File: src/core/dac_ctrl_pkg.sv
// Constants for the DAC reset and gain command block
package dac_ctrl_pkg;
    localparam int          WORD_BITS      = 24;
    localparam int          CODE_BITS      = 16;
    localparam int          CHANNELS       = 8;
    localparam int          CMD_MSB        = 23;
    localparam int          CMD_LSB        = 20;
    localparam int          ADDR_MSB       = 19;
    localparam int          ADDR_LSB       = 16;
    localparam int          DATA_MSB       = 15;
    localparam int          DATA_LSB       = 0;
    localparam int          GAIN_POS       = 2;
    localparam logic [3:0]  CMD_WRITE_IN   = 4'h1;
    localparam logic [3:0]  CMD_UPDATE     = 4'h2;
    localparam logic [3:0]  CMD_WRITE_UPD  = 4'h3;
    localparam logic [3:0]  CMD_SOFT_RESET = 4'h6;
    localparam logic [3:0]  CMD_GAIN_SETUP = 4'h7;
    localparam logic [3:0]  RESET_ADDR_KEY = 4'h0;
    localparam logic [15:0] RESET_DATA_KEY = 16'h1234;
    localparam logic [15:0] ZERO_SCALE     = 16'h0000;
    localparam logic [15:0] MID_SCALE      = 16'h8000;
    localparam logic        GAIN_RESET     = 1'b0;
    localparam logic [1:0]  GAIN_RSVD_ZERO = 2'h0;
endpackage : dac_ctrl_pkg

File: src/core/dac_reset_gain_control.sv
// Reset select, software reset and gain setup command handling
`timescale 1ns/100ps
module dac_reset_gain_control #(
    parameter int  CHANNELS   = 8,
    parameter bit  HAS_SELECT = 1'b1
) (
    input  wire logic                core_clk_in,
    input  wire logic                rst_in,
    input  wire logic                sclk_in,
    input  wire logic                sdin_in,
    input  wire logic                sync_n_in,
    input  wire logic                power_up_level_select_in,
    output logic [CHANNELS*16-1:0]   channel_output_out,
    output logic                     gain_two_out,
    output logic                     written_out
);
    typedef enum logic [1:0] {
        ST_CAPTURE = 2'b00,
        ST_RESET   = 2'b01,
        ST_RUN     = 2'b11
    } state_type;

    state_type    state_ff;
    logic [1:0]   sel_sync_ff;
    logic [15:0]  reset_code_ff;
    logic [23:0]  word;
    logic         word_valid;
    logic [3:0]   cmd;
    logic [3:0]   addr;
    logic [15:0]  data;
    logic [15:0]  input_reg_ff [CHANNELS];
    logic         soft_reset;

    function automatic logic addr_hits(input logic [3:0] a, input int ch);
        addr_hits = (a == ch[3:0]);
    endfunction : addr_hits

    serial_word_rx u_rx (
        .core_clk_in    (core_clk_in),
        .rst_in         (rst_in),
        .sclk_in        (sclk_in),
        .sdin_in        (sdin_in),
        .sync_n_in      (sync_n_in),
        .word_out       (word),
        .word_valid_out (word_valid)
    );

    assign cmd  = word[dac_ctrl_pkg::CMD_MSB:dac_ctrl_pkg::CMD_LSB];
    assign addr = word[dac_ctrl_pkg::ADDR_MSB:dac_ctrl_pkg::ADDR_LSB];
    assign data = word[dac_ctrl_pkg::DATA_MSB:dac_ctrl_pkg::DATA_LSB];

    // Keyed reset only; other keys ignored
    assign soft_reset = word_valid && (cmd == dac_ctrl_pkg::CMD_SOFT_RESET)
                        && (addr == dac_ctrl_pkg::RESET_ADDR_KEY)
                        && (data == dac_ctrl_pkg::RESET_DATA_KEY);

    // ==========================================================
    // Select pin synchroniser
    // Free-running so the pin has settled by the time reset is released
    always_ff @(posedge core_clk_in) begin
        sel_sync_ff <= {sel_sync_ff[0], power_up_level_select_in};
    end

    // ==========================================================
    // Power-on sequence: capture select, then load reset code
    always_ff @(posedge core_clk_in) begin
        if (rst_in) begin
            state_ff      <= ST_CAPTURE;
            reset_code_ff <= dac_ctrl_pkg::ZERO_SCALE;
        end else begin
            case (state_ff)
                ST_CAPTURE: begin
                    if (HAS_SELECT && sel_sync_ff[1]) begin
                        reset_code_ff <= dac_ctrl_pkg::MID_SCALE;
                    end else begin
                        reset_code_ff <= dac_ctrl_pkg::ZERO_SCALE;
                    end
                    state_ff <= ST_RESET;
                end
                ST_RESET: begin
                    state_ff <= ST_RUN;
                end
                default: begin
                    state_ff <= ST_RUN;
                end
            endcase
        end
    end

    // ==========================================================
    // Channel registers and outputs
    generate
        for (genvar ch = 0; ch < CHANNELS; ch++) begin : g_ch
            always_ff @(posedge core_clk_in) begin
                if (rst_in) begin
                    input_reg_ff[ch]                    <= dac_ctrl_pkg::ZERO_SCALE;
                    channel_output_out[ch*16 +: 16]     <= dac_ctrl_pkg::ZERO_SCALE;
                end else if (state_ff == ST_RESET || soft_reset) begin
                    input_reg_ff[ch]                    <= reset_code_ff;
                    channel_output_out[ch*16 +: 16]     <= reset_code_ff;
                end else if (state_ff == ST_RUN && word_valid
                             && addr_hits(addr, ch)) begin
                    if (cmd == dac_ctrl_pkg::CMD_WRITE_IN) begin
                        input_reg_ff[ch] <= data;
                    end else if (cmd == dac_ctrl_pkg::CMD_UPDATE) begin
                        channel_output_out[ch*16 +: 16] <= input_reg_ff[ch];
                    end else if (cmd == dac_ctrl_pkg::CMD_WRITE_UPD) begin
                        input_reg_ff[ch]                <= data;
                        channel_output_out[ch*16 +: 16] <= data;
                    end
                end
            end
        end
    endgenerate

    // ==========================================================
    // Gain setup register
    always_ff @(posedge core_clk_in) begin
        if (rst_in) begin
            gain_two_out <= dac_ctrl_pkg::GAIN_RESET;
        end else if (state_ff == ST_RESET || soft_reset) begin
            gain_two_out <= dac_ctrl_pkg::GAIN_RESET;
        end else if (word_valid && cmd == dac_ctrl_pkg::CMD_GAIN_SETUP) begin
            gain_two_out <= word[dac_ctrl_pkg::GAIN_POS];
        end
    end

    // Marks that an update or write-and-update command, to any address, has arrived since the last reset or soft reset
    always_ff @(posedge core_clk_in) begin
        if (rst_in) begin
            written_out <= 1'b0;
        end else if (state_ff == ST_RESET || soft_reset) begin
            written_out <= 1'b0;
        end else if (word_valid && (cmd == dac_ctrl_pkg::CMD_WRITE_UPD
                     || cmd == dac_ctrl_pkg::CMD_UPDATE)) begin
            written_out <= 1'b1;
        end
    end
endmodule : dac_reset_gain_control

File: src/core/serial_word_rx.sv
// Serial receiver: samples link pins, assembles 24-bit words
`timescale 1ns/100ps
module serial_word_rx (
    input  wire logic        core_clk_in,
    input  wire logic        rst_in,
    input  wire logic        sclk_in,
    input  wire logic        sdin_in,
    input  wire logic        sync_n_in,
    output logic [23:0]      word_out,
    output logic             word_valid_out
);
    logic [1:0]  sclk_sync_ff;
    logic [1:0]  sdin_sync_ff;
    logic [1:0]  sync_sync_ff;
    logic        sclk_prev_ff;
    logic        sync_prev_ff;
    logic [23:0] shift_ff;
    logic [4:0]  count_ff;
    logic        sclk_fall;
    logic        sync_rise;

    // ==========================================================
    // Two-stage synchronisers
    always_ff @(posedge core_clk_in) begin
        if (rst_in) begin
            sclk_sync_ff <= 2'h0;
            sdin_sync_ff <= 2'h0;
            sync_sync_ff <= 2'h3;
        end else begin
            sclk_sync_ff <= {sclk_sync_ff[0], sclk_in};
            sdin_sync_ff <= {sdin_sync_ff[0], sdin_in};
            sync_sync_ff <= {sync_sync_ff[0], sync_n_in};
        end
    end

    always_ff @(posedge core_clk_in) begin
        if (rst_in) begin
            sclk_prev_ff <= 1'b0;
            sync_prev_ff <= 1'b1;
        end else begin
            sclk_prev_ff <= sclk_sync_ff[1];
            sync_prev_ff <= sync_sync_ff[1];
        end
    end

    assign sclk_fall = sclk_prev_ff && !sclk_sync_ff[1];
    assign sync_rise = !sync_prev_ff && sync_sync_ff[1];

    // ==========================================================
    // Shift on falling serial clock while frame is open
    always_ff @(posedge core_clk_in) begin
        if (rst_in) begin
            shift_ff <= 24'h000000;
            count_ff <= 5'h00;
        end else if (sync_sync_ff[1]) begin
            count_ff <= 5'h00;
        end else if (sclk_fall) begin
            shift_ff <= {shift_ff[22:0], sdin_sync_ff[1]};
            // Saturate above 24 so that long frames are refused too
            if (count_ff != 5'h1F) begin
                count_ff <= count_ff + 5'h01;
            end
        end
    end

    // Word valid only with exactly 24 bits at sync rise
    always_ff @(posedge core_clk_in) begin
        if (rst_in) begin
            word_out       <= 24'h000000;
            word_valid_out <= 1'b0;
        end else begin
            word_valid_out <= sync_rise && (count_ff == 5'h18);
            if (sync_rise) begin
                word_out <= shift_ff;
            end
        end
    end
endmodule : serial_word_rx

File: config.mk
export PLATFORM = sky130hd
export DESIGN_NAME = dac_reset_gain_control
export DESIGN_NICKNAME = d
export VERILOG_FILES = /design/src/core/dac_ctrl_pkg.sv /design/src/core/dac_reset_gain_control.sv /design/src/core/serial_word_rx.sv
export SDC_FILE = /design/constraint.sdc
export NUM_CORES = 1
export LEC_CHECK = 0
export ABC_AREA = 1
export BUFFER_PORTS_ARGS = -buffer_cell sky130_fd_sc_hd__buf_2
export CAP_MARGIN = 10
export CORE_MARGIN = 2
export CORE_UTILIZATION = 55
export DETAILED_ROUTE_END_ITERATION = 10
export MAX_ROUTING_LAYER = met4
export PLACE_DENSITY = 0.76
export SLEW_MARGIN = 20
export SYNTH_ARGS = -nofsm -noshare
export SYNTH_HDL_FRONTEND = slang
export SYNTH_SLANG_ARGS = --single-unit
File: constraint.sdc
create_clock -name core_clk_in -period 6.6 [get_ports core_clk_in]
set_input_delay 0 -clock core_clk_in [delete_from_list [all_inputs] [get_ports core_clk_in]]
set_output_delay 0 -clock core_clk_in [all_outputs]
set_load 0.02 [all_outputs]
==> results.json <==
{
  "tightest_slew_ns": 0.942,
  "drt_wl_total_um": 34800,
  "fin_crit_sh_pct": 52.2,
  "ys_ff_latch": 325,
  "antenna_found_initial": 0,
  "grt_pass1_vias": 9719,
  "dp.cells": 1891,
  "syn2layout_area_growth_pct": 14.7,
  "clk_path_buf_depth": 3,
  "die-area_mm2": 0.0250,
  "clkTransAtPathRegs_ns": 0.06,
  "syn_inst": 1511,
  "grt_max_degree": 89,
  "synthFlopType": "dfxtp_1",
  "synthTopCellsByCount": "nand2_1, dfxtp_1, o21ai_0, nor2_1, inv_1",
  "drive_gt1_share_pct": 13.3,
  "crit_arrival_ns": 3.58,
  "slew_viol_final": 0,
  "final_hold_viol_count": 0,
  "dr_total_vias": 10815,
  "finalSetupTns_ns": 0,
  "routed-wl-met3_um": 3810,
  "diodes": 0,
  "io_buffers": 135,
  "cp_max_fo": 38,
  "htree_levels": 2,
  "swShare_pct": 22.0,
  "yosysWarnings": 0,
  "rsz0062_at_grt": "false",
  "grt_pass1_wl_um": 52400,
  "die_x_um": 158,
  "status": "completed",
  "async_flop_share_pct": 0,
  "path_common_cell": "nand2_1",
  "cts_root_buf": "clkbuf_16",
  "synth_top_area_share_pct": 30.2,
  "rows": 56,
  "die_h_um": 158,
  "crit_start": "u_rx.word_out[15]$_SDFFE_PP0P_",
  "hold_start": "power_up_level_select_in",
  "drtAntennaViolNets": 0,
  "clock_sink_count": 325,
  "drv_cap": 0,
  "seq_power_share_pct": 52.6,
  "powerDensity_mw_per_mm2": 274,
  "wl_met2_um": 15700,
  "crit_chain": "inv_1, nand2_1, nor2_1, nand2_1, nor2_1, nand2_2, nand3_4, nor2_8, nand2_4, nand2_1",
  "period_minus_slack_ns": 3.44,
  "cts_tree": "done",
  "critPathBufInv": 1,
  "synth_area_mm2": 0.0131,
  "stdcell_count": 1960,
  "firstDrtPassIters": 6,
  "synth_top_cells_by_area": "dfxtp_1, edfxtp_1, o21ai_0",
  "drc": 0,
  "drtIter0Drc": 1368,
  "clkPwrFrac_pct": 43.3,
  "skew_ns": 0.0131,
  "p_leak_nw": 5.85,
  "detailed_place_hpwl_um": 22000,
  "syn-num-nets": 1520,
  "cell_internal_pwr_mw": 3.21,
  "core-area_mm2": 0.0234,
  "cp_top_family": "simple AND/OR/NAND/NOR gates",
  "setup_viol": 0,
  "routedWlPerCell_um": 17.8,
  "clock_latency_ns": 0.51,
  "end_kind": "register",
  "numCtsBuffers": 34,
  "nets": 1625,
  "synth-edff-count": 128,
  "pin_count": 136,
  "crit_path_top_delay_cell": "dfxtp_1",
  "ir_drop_v": 0.000183,
  "fmax_mhz": 290,
  "switchingPower_mw": 0.905,
  "syn_avg_cell_area_um2": 8.65,
  "wl_met1_um": 13600,
  "ys_seq_area_share_pct": 59.5,
  "pwr-share-comb_pct": 4.1,
  "grt.total_usage_pct": 28.4,
  "initial_core_util_pct": 55.9,
  "grt_overflow": 0,
  "relSlewSlack_pct": 37.1,
  "yosysMostFrequentCell": "nand2_1",
  "r2r-start": "u_rx.word_out[15]$_SDFFE_PP0P_",
  "critPathLaunchType": "register",
  "place_congestion": 0.990,
  "synth_top_cell_by_area": "dfxtp_1",
  "holdCritPathClass": "primary input to register",
  "cp.required_ns": 6.74,
  "routed_via_density": 5.52,
  "synth_cell_type_count": 29,
  "top_layer_used": "met4",
  "path_class": "register to register",
  "critPathMaxStageDelay_ns": 0.86
}
final cells by class:
class | count | area, um^2
Clock inverter | 11 | 85.1
Clock buffer | 50 | 943
Multi-Input combinational cell | 923 | 4280
Inverter | 179 | 672
Timing Repair Buffer | 153 | 831
Sequential cell | 325 | 7790
Tap cell | 319 | 399
Fill cell | 1924 | 8410
routing by layer:
layer | track usage (%) | vias to the layer above
met2 | 42.8 | 563
li1 | - | 5172
met3 | 5.83 | 119
met4 | 13.1 | 0
met5 | - | -
met1 | 37.0 | 4961
state kept, by name, indices dropped and copies added (netlist names), 2 cells and up:
register            cells
channel_output_out    128
input_reg_ff          128
u_rx.shift_ff          24
u_rx.word_out          24
u_rx.count_ff           5
sel_sync_ff             2
state_ff                2
u_rx.sclk_sync_ff       2
u_rx.sdin_sync_ff       2
u_rx.sync_sync_ff       2
worst paths after layout:
check | to | slack [ns] | cells after the start
min | sel_sync_ff[0]$_DFF_P_ | 0.15 | 2
min reg2reg | sel_sync_ff[1]$_DFF_P_ | 0.33 | 0
max reg2reg | input_reg_ff[1][22]$_DFFE_PP_ | 3.16 | 10
max | input_reg_ff[1][22]$_DFFE_PP_ | 3.16 | 10
timing repair:
item / CTS / global route
hold buffers: 8 / 0
setup buffers: 0 / 0
setup endpoints to repair: 0 / 0
hold endpoints to repair: 14 / 0
resized for setup: 0 / 0
through the flow:
stage          util, %  total power, mW  hold slack, ns  setup slack (ns)  cell area (um^2)
2_1_floorplan        -             2.31          0.0277              4.14             13100
3_3_place_gp      59.3             2.36           0.104              3.34             13900
3_5_place_dp      59.3             2.36           0.104              3.28             13900
4_1_cts           64.1             4.12           0.124              3.25             15000
5_1_grt           64.1             4.23           0.137              2.92             15000
6_report          64.1             4.11           0.151              3.16             15000
placed cells by master, fill, tap and decap left out, drive strengths merged, types with 2 or more instances in the layout:
cell type    Yosys  final
edfxtp         128    128
a21oi          145    145
nand3b           2      2
nand4           22     22
o21bai           2      2
nor3            20     20
ha               3      3
buf             29    145
nand3           87     87
dfxtp          197    197
o21ai          193    193
dlygate4sd3      0      8
clkinv           9     17
inv            170    172
nand2          257    257
clkbuf          55     50
nor2           182    182
or2              3      3
a21boi           6      6
power groups by stage:
| stage | sequential [mW] | clock [mW] | combinational, mW |
|---|---|---|---|
| detailed placement | 2.21 | 0 | 0.158 |
| finish | 2.16 | 1.78 | 0.167 |
| CTS | 2.16 | 1.79 | 0.163 |
| global placement | 2.21 | 0 | 0.154 |
| global route | 2.17 | 1.87 | 0.184 |
| floorplan | 2.20 | 0 | 0.109 |
cells by family after synthesis:
group	share of synthesized area (%)
AO/OA/AOI/OAI	13.4
flip-flops	59.5
adder cells (fa/ha/maj)	0.287
AND/OR/NAND/NOR	19.0
buffers and inverters	7.79
Power figures use the tool's default switching activity.
